[config.mk]
export PLATFORM = sky130hd
export DESIGN_NAME = asrm_readout
export DESIGN_NICKNAME = d
export VERILOG_FILES = /design/src/logic/asrm_readout.v
export VERILOG_INCLUDE_DIRS = /design/src /design/src/common
export SDC_FILE = /design/constraint.sdc
export NUM_CORES = 1
export LEC_CHECK = 0
export ABC_AREA = 1
export BUFFER_PORTS_ARGS = -buffer_cell sky130_fd_sc_hd__buf_2
export CAP_MARGIN = 20
export CORE_ASPECT_RATIO = 1.25
export CORE_MARGIN = 1
export CORE_UTILIZATION = 45
export DETAILED_ROUTE_END_ITERATION = 7
export HOLD_SLACK_MARGIN = 0.08
export MAX_ROUTING_LAYER = met4
export PLACE_DENSITY = 0.62
export SETUP_SLACK_MARGIN = 0.15
export SYNTH_ARGS = -nofsm -noshare
export SYNTH_HDL_FRONTEND = slang
export SYNTH_SLANG_ARGS = --single-unit
[constraint.sdc]
create_clock -name clk -period 2.5 [get_ports clk]
set_input_delay 0.25 -clock clk [delete_from_list [all_inputs] [get_ports clk]]
set_output_delay 0.25 -clock clk [all_outputs]
set_load 0.05 [all_outputs]
[src/common/asrm_defines.vh]
// Constants for the serial result readout block
`ifndef ASRM_DEFINES_VH
`define ASRM_DEFINES_VH

// Clock period of clk in ns
`define ASRM_CLK_PERIOD_NS   4
// Status test delay in ns and as a least count of cycles
`define ASRM_TEOC_NS         500
`define ASRM_TEOC_CYC        ((`ASRM_TEOC_NS + `ASRM_CLK_PERIOD_NS - 1) / `ASRM_CLK_PERIOD_NS)
// Half period of the generated serial clock in clk cycles
`define ASRM_SCK_HALF_CYC    8

// Frame length and speed code capture
`define ASRM_FRAME_BITS      32
`define ASRM_CODE_BITS       5
`define ASRM_CODE_RISES      5

// Synchronised pin vector positions
`define ASRM_PIN_SEL_N       0
`define ASRM_PIN_SCK         1
`define ASRM_PIN_SDI         2
`define ASRM_PIN_CLK_SRC     3
`define ASRM_PIN_COUNT       4

// One-hot state codes
`define ASRM_ST_CONV         4'h1
`define ASRM_ST_SLEEP        4'h2
`define ASRM_ST_WAIT         4'h4
`define ASRM_ST_SHIFT        4'h8

// Reset values
`define ASRM_RST_CODE        5'h00

`endif

[src/logic/asrm_readout.v]
// Serial result readout and conversion handshake of a delta-sigma converter
// Operation
// - External mode drives pending flag on output
// - Flag and busy high converting, low asleep
// - Result loads into shift register at completion
// - Sleep until first rising clock; shift on falls
// - Output and busy rise on 32nd fall
// - Internal mode: output hi-Z while select high
// - Select fall drives clock low, shows flag
// - Busy low from completion until readout
// - Clock starts 500ns after select or done
// - Early select rise keeps device asleep
// - Device drives clock; 32 rising edges per frame
// - After 32nd rise: output high, clock high, convert
// - Select rise mid frame aborts, starts conversion
// - Five rises needed before abort for code; here an earlier abort still loads the bits taken so far
// - Continuous: all three high converting, low asleep
// - Continuous: output starts 500ns after completion
// - Continuous: after 32nd rise output, clock high
// - Speed code sampled on rises, MSB first
`timescale 1ns/1ps
`include "asrm_defines.vh"
`default_nettype none

module asrm_readout #(
  parameter TEOC_CYC     = `ASRM_TEOC_CYC,
  parameter SCK_HALF_CYC = `ASRM_SCK_HALF_CYC
) (
  input  wire        clk,
  input  wire        reset_n,
  input  wire        clock_source_select,
  input  wire        select_n,
  input  wire        sck_in,
  input  wire        sdi,
  input  wire        conv_done,
  input  wire [30:0] conv_result,
  output reg         conv_start,
  output reg  [4:0]  oversample_ratio,
  output reg         busy,
  output reg         sdo_out,
  output reg         sdo_oe,
  output reg         sck_out,
  output reg         sck_oe
);

  localparam [3:0] ST_CONV  = `ASRM_ST_CONV;
  localparam [3:0] ST_SLEEP = `ASRM_ST_SLEEP;
  localparam [3:0] ST_WAIT  = `ASRM_ST_WAIT;
  localparam [3:0] ST_SHIFT = `ASRM_ST_SHIFT;
  // Integer forms first, then cut to the counter widths on purpose
  localparam integer TEOC_M1  = TEOC_CYC - 1;
  localparam integer HALF_M1  = SCK_HALF_CYC - 1;
  localparam integer FRAME_I  = `ASRM_FRAME_BITS;
  localparam integer FALLS_M1 = `ASRM_FRAME_BITS - 1;
  localparam integer RISES_I  = `ASRM_CODE_RISES;
  localparam [7:0] TEOC_LAST  = TEOC_M1[7:0];
  localparam [7:0] HALF_LAST  = HALF_M1[7:0];
  localparam [5:0] FRAME_LEN  = FRAME_I[5:0];
  localparam [5:0] LAST_EDGE  = FALLS_M1[5:0];
  localparam [5:0] CODE_RISES = RISES_I[5:0];

  // Three-stage pin synchronisers plus agreement filter
  reg  [3:0]  pin_s1;
  reg  [3:0]  pin_s2;
  reg  [3:0]  pin_s3;
  reg  [3:0]  pin_f;
  reg  [3:0]  pin_fd;

  reg  [3:0]  state;
  reg  [7:0]  wait_cnt;
  reg  [7:0]  div_cnt;
  reg  [5:0]  rise_cnt;
  reg  [5:0]  fall_cnt;
  reg  [31:0] shift;
  reg  [4:0]  code_sh;
  reg         started;

  wire [3:0] pin_raw  = {clock_source_select, sdi, sck_in, select_n};
  wire [3:0] pin_agree = ~(pin_s2 ^ pin_s3);
  wire       sel_f    = pin_f[`ASRM_PIN_SEL_N];
  wire       sel_rise = pin_f[`ASRM_PIN_SEL_N] & ~pin_fd[`ASRM_PIN_SEL_N];
  wire       sel_fall = ~pin_f[`ASRM_PIN_SEL_N] & pin_fd[`ASRM_PIN_SEL_N];
  wire       xsck_rise = pin_f[`ASRM_PIN_SCK] & ~pin_fd[`ASRM_PIN_SCK];
  wire       xsck_fall = ~pin_f[`ASRM_PIN_SCK] & pin_fd[`ASRM_PIN_SCK];
  wire       sdi_f    = pin_f[`ASRM_PIN_SDI];
  // Sampled continuously; a change mid frame is not guarded
  // static clock source
  wire       int_mode = pin_f[`ASRM_PIN_CLK_SRC];

  wire       in_shift = (state == ST_SHIFT);
  wire       div_hit  = int_mode & in_shift & (div_cnt == HALF_LAST);
  wire       int_rise = div_hit & ~sck_out;
  wire       int_fall = div_hit & sck_out;
  wire       rise_ev  = in_shift & (int_mode ? int_rise : xsck_rise);
  wire       fall_ev  = in_shift & (int_mode ? int_fall : xsck_fall);

  wire       abort    = in_shift & sel_rise;
  wire       ext_end  = ~int_mode & fall_ev & (fall_cnt == LAST_EDGE);
  // Ends half a period after the 32nd rise so the last bit stands through it
  // end after 32nd rise
  wire       int_end  = int_mode & int_fall & (rise_cnt == FRAME_LEN);
  wire       frame_end = abort | ext_end | int_end;
  // Entry into a frame from either clock source
  wire       wait_done  = (state == ST_WAIT) & ~sel_f & (wait_cnt == TEOC_LAST);
  wire       ext_first  = (state == ST_SLEEP) & ~int_mode & xsck_rise;
  wire       first_rise = wait_done | ext_first;

  always @(posedge clk or negedge reset_n)
  begin
    if (!reset_n)
    begin
      pin_s1           <= 4'h0;
      pin_s2           <= 4'h0;
      pin_s3           <= 4'h0;
      pin_f            <= 4'h0;
      pin_fd           <= 4'h0;
    end
    else
    begin
      pin_s1           <= pin_raw;
      pin_s2           <= pin_s1;
      pin_s3           <= pin_s2;
      pin_f            <= (pin_agree & pin_s3) | (~pin_agree & pin_f);
      pin_fd           <= pin_f;
    end
  end

  // Output enables follow the synchronised pins
  always @(posedge clk or negedge reset_n)
  begin
    if (!reset_n)
    begin
      sdo_oe <= 1'b0;
      sck_oe <= 1'b0;
    end
    else
    begin
      sdo_oe <= ~sel_f;
      sck_oe <= int_mode;
    end
  end

  // One start pulse after reset release, then one per frame end
  always @(posedge clk or negedge reset_n)
  begin
    if (!reset_n)
    begin
      started    <= 1'b0;
      conv_start <= 1'b0;
    end
    else
    begin
      started    <= 1'b1;
      conv_start <= ~started | frame_end;
    end
  end

  // Half period divider; div_hit is the enable of each internal clock edge after the first rise, which wait_done sets
  always @(posedge clk or negedge reset_n)
  begin
    if (!reset_n)
      div_cnt <= 8'h00;
    else if (!in_shift || frame_end || div_hit)
      div_cnt <= 8'h00;
    else
      div_cnt <= div_cnt + 8'h01;
  end

  always @(posedge clk or negedge reset_n)
  begin
    if (!reset_n)
      wait_cnt <= 8'h00;
    else if (state != ST_WAIT)
      wait_cnt <= 8'h00;
    else if (wait_cnt != TEOC_LAST)
      wait_cnt <= wait_cnt + 8'h01;
  end

  // Edge counters of the current frame
  always @(posedge clk or negedge reset_n)
  begin
    if (!reset_n)
    begin
      rise_cnt <= 6'h00;
      fall_cnt <= 6'h00;
    end
    else if (first_rise)
    begin
      rise_cnt <= 6'h01;
      fall_cnt <= 6'h00;
    end
    else if (in_shift && !frame_end)
    begin
      if (rise_ev)
        rise_cnt <= rise_cnt + 6'h01;
      if (fall_ev)
        fall_cnt <= fall_cnt + 6'h01;
    end
  end

  // Speed code capture; applied to the conversion that the frame end starts
  always @(posedge clk or negedge reset_n)
  begin
    if (!reset_n)
    begin
      code_sh          <= `ASRM_RST_CODE;
      oversample_ratio <= `ASRM_RST_CODE;
    end
    else if (first_rise)
    begin
      code_sh <= {4'h0, sdi_f};
    end
    else if (frame_end)
    begin
      oversample_ratio <= code_sh;
    end
    else if (rise_ev && (rise_cnt < CODE_RISES))
    begin
      code_sh <= {code_sh[3:0], sdi_f};
    end
  end

  always @(posedge clk or negedge reset_n)
  begin
    if (!reset_n)
    begin
      state   <= ST_CONV;
      shift   <= 32'h00000000;
      busy    <= 1'b1;
      sdo_out <= 1'b1;
      sck_out <= 1'b1;
    end
    else
    begin
      case (state)
        ST_CONV:
        begin
          busy    <= 1'b1;
          sdo_out <= 1'b1;
          if (int_mode && sel_fall)
            sck_out <= 1'b0;
          if (conv_done)
          begin
            shift   <= {1'b0, conv_result};
            state   <= ST_SLEEP;
            busy    <= 1'b0;
            sdo_out <= 1'b0;
            sck_out <= 1'b0;
          end
        end
        ST_SLEEP:
        begin
          busy <= 1'b0;
          if (ext_first)
          begin
            state <= ST_SHIFT;
          end
          else if (int_mode && !sel_f)
          begin
            state   <= ST_WAIT;
            sck_out <= 1'b0;
          end
        end
        ST_WAIT:
        begin
          if (sel_f)
          begin
            state <= ST_SLEEP;
          end
          else if (wait_done)
          begin
            state   <= ST_SHIFT;
            sck_out <= 1'b1;
          end
        end
        ST_SHIFT:
        begin
          if (frame_end)
          begin
            state   <= ST_CONV;
            busy    <= 1'b1;
            sdo_out <= 1'b1;
            sck_out <= 1'b1;
          end
          else
          begin
            if (fall_ev)
            begin
              shift   <= {shift[30:0], 1'b0};
              sdo_out <= shift[30];
              if (int_mode)
                sck_out <= 1'b0;
            end
            // Generated clock rises only on the divider enable
            if (rise_ev && int_mode)
              sck_out <= 1'b1;
          end
        end
        default:
        begin
          state <= ST_CONV;
        end
      endcase
    end
  end

endmodule
`default_nettype wire

## Yosys cells after proc, flatten, opt, wreduce, memory -nomap -nowiden

Index checks and enable logic that the tools add are counted.

- Bits in registers: 98
- Latch bits: 0
- Bits in writable memories: 0
- Bits in read-only memories: 0
- Bits of input ports: 38
- Memories kept: 0

- Add/sub/neg operators: 4
- $mul: 0
- Divide/modulo/power cells: 0
- $lt $le $gt $ge: 1
- Eq/ne operators: 25
- Shifts and indexed selects: 0
- Multiplexer cells: 42
- Bitwise logic cells: 37
- Reductions and logical operators: 27

Operator list:

| kind | count |
|---|---|
| $mux W31 | 3 |
| $pmux W31 S2 | 1 |
| $mux W6 | 6 |
| $mux W4 | 6 |
| $mux W8 | 3 |
| $and A1 B1 Y1 | 19 |
| $add A8 B1 Y8 const B | 2 |
| $mux W1 | 16 |
| $pmux W4 S4 | 1 |
| $mux W5 | 3 |
| $add A6 B1 Y6 const B | 2 |
| $reduce_and A2 Y1 | 6 |
| $reduce_bool A2 Y1 | 6 |
| $ne A2 B2 Y1 const B | 5 |
| $and A4 B4 Y4 | 2 |
| $eq A8 B3 Y1 const B | 1 |
| $eq A8 B7 Y1 const B | 1 |
| $ne A2 B1 Y1 const B | 4 |
| $ne A8 B7 Y1 const B | 1 |
| $not A1 Y1 | 8 |
| $not A4 Y4 | 2 |
| $reduce_and A4 Y1 | 2 |
| $reduce_and A8 Y1 | 1 |
| $eq A6 B5 Y1 const B | 1 |
| 23 further kinds | 34 |

## Depth between registers and ports, before layout

- Depth after elaboration: 14
- Mapped depth: 13
- Depth with buffers taken out: 12

## Worst setup path after synthesis

No wires, ideal clock.

- Path kind: flip-flop to flip-flop
- From: register fall_cnt[0]
- To: register shift[0]
- Setup time: 116 ps
- Arrival time: 1542 ps
- Setup slack: 841 ps
- Stages on the path, launching flop included: 11
- Clock period less this slack: 1659 ps
- Cell sequence: dfrtp_1 -> ha_1 -> nand3_1 -> nor2_1 -> a21oi_4 -> nand2_4 -> nor2_4 -> inv_2 -> buf_2 -> nand2_1 -> nand2_1

- Cells in the longest elaborated chain, start to end: 6

RTL lines:

| element | RTL line | text |
|---|---|---|
| start, declared | asrm_readout.v:73 | `reg [5:0] fall_cnt;` |
| start signal, assigned | asrm_readout.v:197 | `fall_cnt <= fall_cnt + 6'h01;` |
| $eq A6 B5 Y1 | asrm_readout.v:98 | `wire ext_end = ~int_mode & fall_ev & (fall_cnt == LAST_EDGE);` |
| $and A1 B1 Y1 | asrm_readout.v:98 |  |
| $or A1 B1 Y1 (2 in series) | asrm_readout.v:102 | `wire frame_end = abort \| ext_end \| int_end;` |
| $ne A2 B2 Y1 (no source line) | n/a |  |
| $reduce_and A4 Y1 (no source line) | n/a |  |
| end signal, assigned | asrm_readout.v:244 | `shift <= {1'b0, conv_result};` |
| end signal, assigned | asrm_readout.v:289 | `shift <= {shift[30:0], 1'b0};` |
| end, declared | asrm_readout.v:74 | `reg [31:0] shift;` |

Every way passes these cells.
A chain may end at the register's enable or synchronous reset.

## Worst setup path after layout

- From: register wait_cnt[0]
- To: register code_sh[0]

- Cells in the longest elaborated chain, start to end: 5

RTL lines:

| element | RTL line | text |
|---|---|---|
| start, declared | asrm_readout.v:70 | `reg [7:0] wait_cnt;` |
| start signal, assigned | asrm_readout.v:176 | `wait_cnt <= wait_cnt + 8'h01;` |
| $eq A8 B7 Y1 * | asrm_readout.v:104 | `wire wait_done = (state == ST_WAIT) & ~sel_f & (wait_cnt == TEOC_LAST);` |
| $and A1 B1 Y1 * | asrm_readout.v:104 |  |
| $or A1 B1 Y1 * | asrm_readout.v:106 | `wire first_rise = wait_done \| ext_first;` |
| $ne A2 B1 Y1 (no source line) or $reduce_bool A2 Y1 (tied branches) | n/a |  |
| $reduce_and A2 Y1 (no source line) | n/a |  |
| end signal, assigned | asrm_readout.v:206 | `` code_sh <= `ASRM_RST_CODE; `` |
| end signal, assigned | asrm_readout.v:211 | `code_sh <= {4'h0, sdi_f};` |
| end signal, assigned | asrm_readout.v:219 | `code_sh <= {code_sh[3:0], sdi_f};` |
| end, declared | asrm_readout.v:75 | `reg [4:0] code_sh;` |

Every way passes the cells marked *; elsewhere a longest branch is shown, timed or not.

==> flow_results.xml <==
<?xml version="1.0" encoding="UTF-8"?>
<metrics>
  <group name="drt">
    <metric name="drt-pass1-iter-count" unit="">4</metric>
    <metric name="detailroute.via_count" unit="">3793</metric>
    <metric name="vias_per_cell" unit="">4.88</metric>
    <metric name="routedWlPerCell" unit="um">11.9</metric>
    <metric name="dr.first_iter.drc_count" unit="">176</metric>
    <metric name="drtAntennaViolNets" unit="">0</metric>
    <metric name="wire_length_reported_by_the_detailed_router" unit="um">9230</metric>
    <metric name="drc_errors" unit="">0</metric>
  </group>
  <group name="timing">
    <metric name="fin_setup_tns" unit="ns">0</metric>
    <metric name="setup_repair_after_global_routing_missed_its_margin" unit="">no</metric>
    <metric name="clock_skew" unit="ns">0.00435</metric>
    <metric name="setup-violations-final" unit="">0</metric>
    <metric name="fin_crit" unit="ns">2.12</metric>
    <metric name="max_freq" unit="GHz">0.471</metric>
    <metric name="hold_viol" unit="">0</metric>
    <metric name="final-max-slew-violation-count" unit="">0</metric>
    <metric name="final_min_period_over_clock_period" unit="%">84.9</metric>
  </group>
  <group name="placement">
    <metric name="globalplace.congestion" unit="">0.871</metric>
    <metric name="dp_hpwl" unit="um">6580</metric>
    <metric name="portBuffers" unit="">48</metric>
    <metric name="place_area" unit="um^2">5050</metric>
  </group>
  <group name="logic_synthesis">
    <metric name="synthesis.nets" unit="">631</metric>
    <metric name="post_synth_instance_area" unit="um^2">4630</metric>
    <metric name="synth-seq-area-share" unit="%">53.1</metric>
    <metric name="async_reset_ff_share" unit="%">100</metric>
    <metric name="synth.top_cell.area_share" unit="%">50.8</metric>
    <metric name="yosysTopAreaCell" unit="">sky130_fd_sc_hd__dfrtp_1</metric>
    <metric name="synth_edf_count" unit="">0</metric>
    <metric name="synth_top_cells_by_area" unit="">sky130_fd_sc_hd__dfrtp_1, sky130_fd_sc_hd__nand2_1, sky130_fd_sc_hd__nand3_1</metric>
    <metric name="synth-seq-cells" unit="">98</metric>
    <metric name="synth-main-ff-cell" unit="">sky130_fd_sc_hd__dfrtp_1</metric>
    <metric name="synth.yosys.warnings" unit="">0</metric>
    <metric name="netlist_instances" unit="">586</metric>
    <metric name="netlist-cell-type-count" unit="">32</metric>
    <metric name="postSynthAreaPerCell" unit="um^2">7.90</metric>
  </group>
  <group name="layout">
    <metric name="fin_nets" unit="">689</metric>
    <metric name="fin_area" unit="um^2">5400</metric>
    <metric name="nFillCells" unit="">983</metric>
    <metric name="antennaDiodeCount" unit="">0</metric>
    <metric name="post_route_cells_drive_above_1_share" unit="%">13.7</metric>
    <metric name="multi_input_comb_area" unit="um^2">1950</metric>
    <metric name="area.growth.synth_to_final" unit="%">16.6</metric>
    <metric name="area_used_by_sequential_logic_in_the_layout" unit="um^2">2460</metric>
  </group>
  <group name="worst_setup_path">
    <metric name="arr_time_crit_path" unit="ns">2.36</metric>
    <metric name="critical_path.startpoint" unit="">wait_cnt[0]$_DFFE_PN0P_</metric>
    <metric name="crit_buf_inv" unit="">2</metric>
    <metric name="crit_path_end_kind" unit="">flip-flop</metric>
    <metric name="critical-path-slowest-cell" unit="">sky130_fd_sc_hd__dfrtp_1</metric>
    <metric name="setup.worst_path.class" unit="">reg -&gt; reg</metric>
    <metric name="cp_data_required_time" unit="ns">2.73</metric>
    <metric name="crit_chain" unit="">inv_1 &gt; ha_1 &gt; nand4_1 &gt; nor2_1 &gt; nand2_1 &gt; nand2_2 &gt; inv_1 &gt; nand2_1 &gt; nand2_1 &gt; nand2_1 &gt; nand2_1</metric>
    <metric name="crit_path_max_incr_delay" unit="ns">0.40</metric>
    <metric name="worst_setup_sp_type" unit="">flip-flop</metric>
    <metric name="crit-reg2reg-launch" unit="">wait_cnt[0]$_DFFE_PN0P_</metric>
    <metric name="cp_most_frequent_cell" unit="">sky130_fd_sc_hd__nand2_1</metric>
    <metric name="timing.critical_path.fanout_max" unit="">14</metric>
    <metric name="timing.critical_path.max_delay_family" unit="">simple AND/OR/NAND/NOR gates</metric>
  </group>
  <group name="cts">
    <metric name="cts_buffers" unit="">9</metric>
    <metric name="ctsResizeCount" unit="">0</metric>
    <metric name="h_tree_lvl_count" unit="">3</metric>
    <metric name="worst_skew_pair.late_latency" unit="ns">0.34</metric>
    <metric name="numClockSinks" unit="">98</metric>
    <metric name="cts-hold-fix-buffers" unit="">5</metric>
    <metric name="root_buffer" unit="">sky130_fd_sc_hd__clkbuf_16</metric>
    <metric name="cts_tree" unit="">done</metric>
    <metric name="cts.reportedPaths.clkPinSlew" unit="ns">0.07</metric>
    <metric name="cts_max_path_buffers" unit="">2</metric>
    <metric name="post_cts.repair.setup_buffers" unit="">0</metric>
  </group>
  <group name="pwr">
    <metric name="power_density_over_the_cells" unit="nW/um^2">894</metric>
    <metric name="power.share.sequential" unit="%">44.9</metric>
    <metric name="cell_internal_pwr" unit="W">0.00318</metric>
    <metric name="power_leakage" unit="nW">2.91</metric>
    <metric name="ir_worst_vdd" unit="mV">0.552</metric>
    <metric name="power_frac_comb" unit="%">26.0</metric>
    <metric name="pwr-share-clk" unit="%">29.1</metric>
    <metric name="power.share.switching" unit="%">34.2</metric>
    <metric name="total_switching_power" unit="W">0.00165</metric>
  </group>
  <group name="min_path">
    <metric name="hold_path_startpoint" unit="">conv_result[16]</metric>
    <metric name="hold_path.class" unit="">in -&gt; reg</metric>
  </group>
  <group name="die">
    <metric name="rows" unit="">41</metric>
    <metric name="die_outline_area" unit="um^2">10700</metric>
    <metric name="dieWidth" unit="um">92.7</metric>
    <metric name="die_h" unit="um">115</metric>
    <metric name="ios" unit="">49</metric>
    <metric name="initial_core_util" unit="%">46.1</metric>
    <metric name="placeableCoreArea" unit="um^2">10100</metric>
  </group>
  <group name="flow_run">
    <metric name="cap_violations" unit="">0</metric>
  </group>
  <group name="global_route">
    <metric name="global_route.usage.met3" unit="%">3.48</metric>
    <metric name="grtUsageMet2" unit="%">32.8</metric>
    <metric name="grt_use_met1" unit="%">24.1</metric>
    <metric name="grt_pass1_wl" unit="um">16300</metric>
    <metric name="grt_antenna_before_repair" unit="">0</metric>
    <metric name="top_usage_layer" unit="">met2</metric>
    <metric name="pin_count_of_the_biggest_net_entering_global_routing" unit="">46</metric>
    <metric name="number_of_global_route_vias_before_repair" unit="">3625</metric>
    <metric name="track_usage" unit="%">19.8</metric>
    <metric name="grt_overflow_total" unit="">0</metric>
  </group>
  <group name="run_status">
    <metric name="run_status" unit="">finished, final reports clean</metric>
  </group>
</metrics>
-- kinds of logic after synthesis --
group           count (synthesis)  synth area share [%]
xor+xnor                       10                  1.89
other cells                     1                0.0810
simple gates                  383                  34.2
flops                          98                  53.1
mux                             1                 0.216
buf+inv                        57                  4.84
fa+ha+maj                      11                  2.76
compound gates                 25                  3.00
-- power groups by stage --
stage,sequential [W],combinational (W),clock (W)
after detailed placement,0.00219,0.00128,0
after global placement,0.00218,0.00124,0
after floorplan,0.00224,0.000904,0
after CTS,0.00217,0.00129,0.00144
final,0.00217,0.00126,0.00140
after global routing,0.00221,0.00147,0.00150
-- state kept, by name, indices dropped and copies added, names as in the netlist, 5 cells and up, named ones only --
| name | count |
|---|---|
| div_cnt | 8 |
| wait_cnt | 8 |
| code_sh | 5 |
| rise_cnt | 6 |
| fall_cnt | 6 |
| oversample_ratio | 5 |
| shift | 31 |
-- cell type report --
cell class	instances	area share, %
Clock buffer	11	4.49
Clock inverter	5	1.16
Multi-Input combinational cell	431	36.1
Timing Repair Buffer	61	6.76
Sequential cell	98	45.5
Inverter	43	2.99
Tap cell	129	2.99
-- final timing paths --
path,to,slack [ns],cells past startpoint
hold reg to reg,pin_s2[2]$_DFF_PN0_,0.35,0
max in group asynchronous,sdo_out$_DFFE_PN1P_,1.46,3
min in group asynchronous,div_cnt[3]$_DFF_PN0_,0.40,2
setup reg to reg,code_sh[0]$_DFFE_PN0P_,0.38,11
setup / recovery,code_sh[0]$_DFFE_PN0P_,0.38,11
hold / removal,shift[16]$_DFFE_PN0P_,0.20,5
-- through the flow --
step	setup slack (ns)	util [%]	instances	power, W	hold WS (ns)
global placement	0.412	50.2	757	0.00343	0.241
CTS	0.358	53.7	778	0.00490	0.189
floorplan	0.841	-	586	0.00314	-0.0456
finish	0.378	53.7	778	0.00483	0.200
global route	0.154	53.7	778	0.00517	0.216
detailed placement	0.369	50.2	757	0.00347	0.237
-- routing by layer --
metal,vias to the layer above,routed length [um]
met5,-,0
met4,0,150
met3,14,277
met2,64,4540
met1,1771,4260
li1,1944,-
-- Yosys cell counts, types with 2 or more instances --
cell type,count
sky130_fd_sc_hd__buf_2,8
sky130_fd_sc_hd__o21ai_0,16
sky130_fd_sc_hd__nand3_1,35
sky130_fd_sc_hd__nor2_2,5
sky130_fd_sc_hd__maj3_1,4
sky130_fd_sc_hd__inv_2,2
sky130_fd_sc_hd__xnor2_1,3
sky130_fd_sc_hd__ha_1,7
sky130_fd_sc_hd__nand2_2,2
sky130_fd_sc_hd__nand2_1,273
sky130_fd_sc_hd__and3_1,2
sky130_fd_sc_hd__buf_1,3
sky130_fd_sc_hd__dfstp_2,4
sky130_fd_sc_hd__nor4_1,2
sky130_fd_sc_hd__clkbuf_1,3
sky130_fd_sc_hd__a21oi_1,6
sky130_fd_sc_hd__nand4_1,8
sky130_fd_sc_hd__nand2_4,2
sky130_fd_sc_hd__dfrtp_1,94
sky130_fd_sc_hd__nor2_1,37
sky130_fd_sc_hd__nor3_1,13
sky130_fd_sc_hd__xor2_1,7
sky130_fd_sc_hd__inv_1,41
-- worst register-to-register path, stage by stage (launching register included) --
cell	delay (ns)
sky130_fd_sc_hd__dfrtp_1	0.40
sky130_fd_sc_hd__inv_1	0.10
sky130_fd_sc_hd__ha_1	0.17
sky130_fd_sc_hd__nand4_1	0.10
sky130_fd_sc_hd__nor2_1	0.23
sky130_fd_sc_hd__nand2_1	0.14
sky130_fd_sc_hd__nand2_2	0.18
sky130_fd_sc_hd__inv_1	0.26
sky130_fd_sc_hd__nand2_1	0.17
sky130_fd_sc_hd__nand2_1	0.13
sky130_fd_sc_hd__nand2_1	0.09
sky130_fd_sc_hd__nand2_1	0.05
-- cells in the final DEF (no fill, tap or decap), drive strengths merged, types with 2 or more instances in the layout --
master	instances
a21oi	7
and3	2
buf	56
clkbuf	11
clkinvlp	2
dfrtp	94
dfstp	4
dlygate4sd3	5
ha	7
inv	44
maj3	4
nand2	277
nand3	35
nand4	9
nor2	43
nor3	13
nor4	2
o21ai	17
xnor2	3
xor2	7
Power figures use the tool's default switching activity.
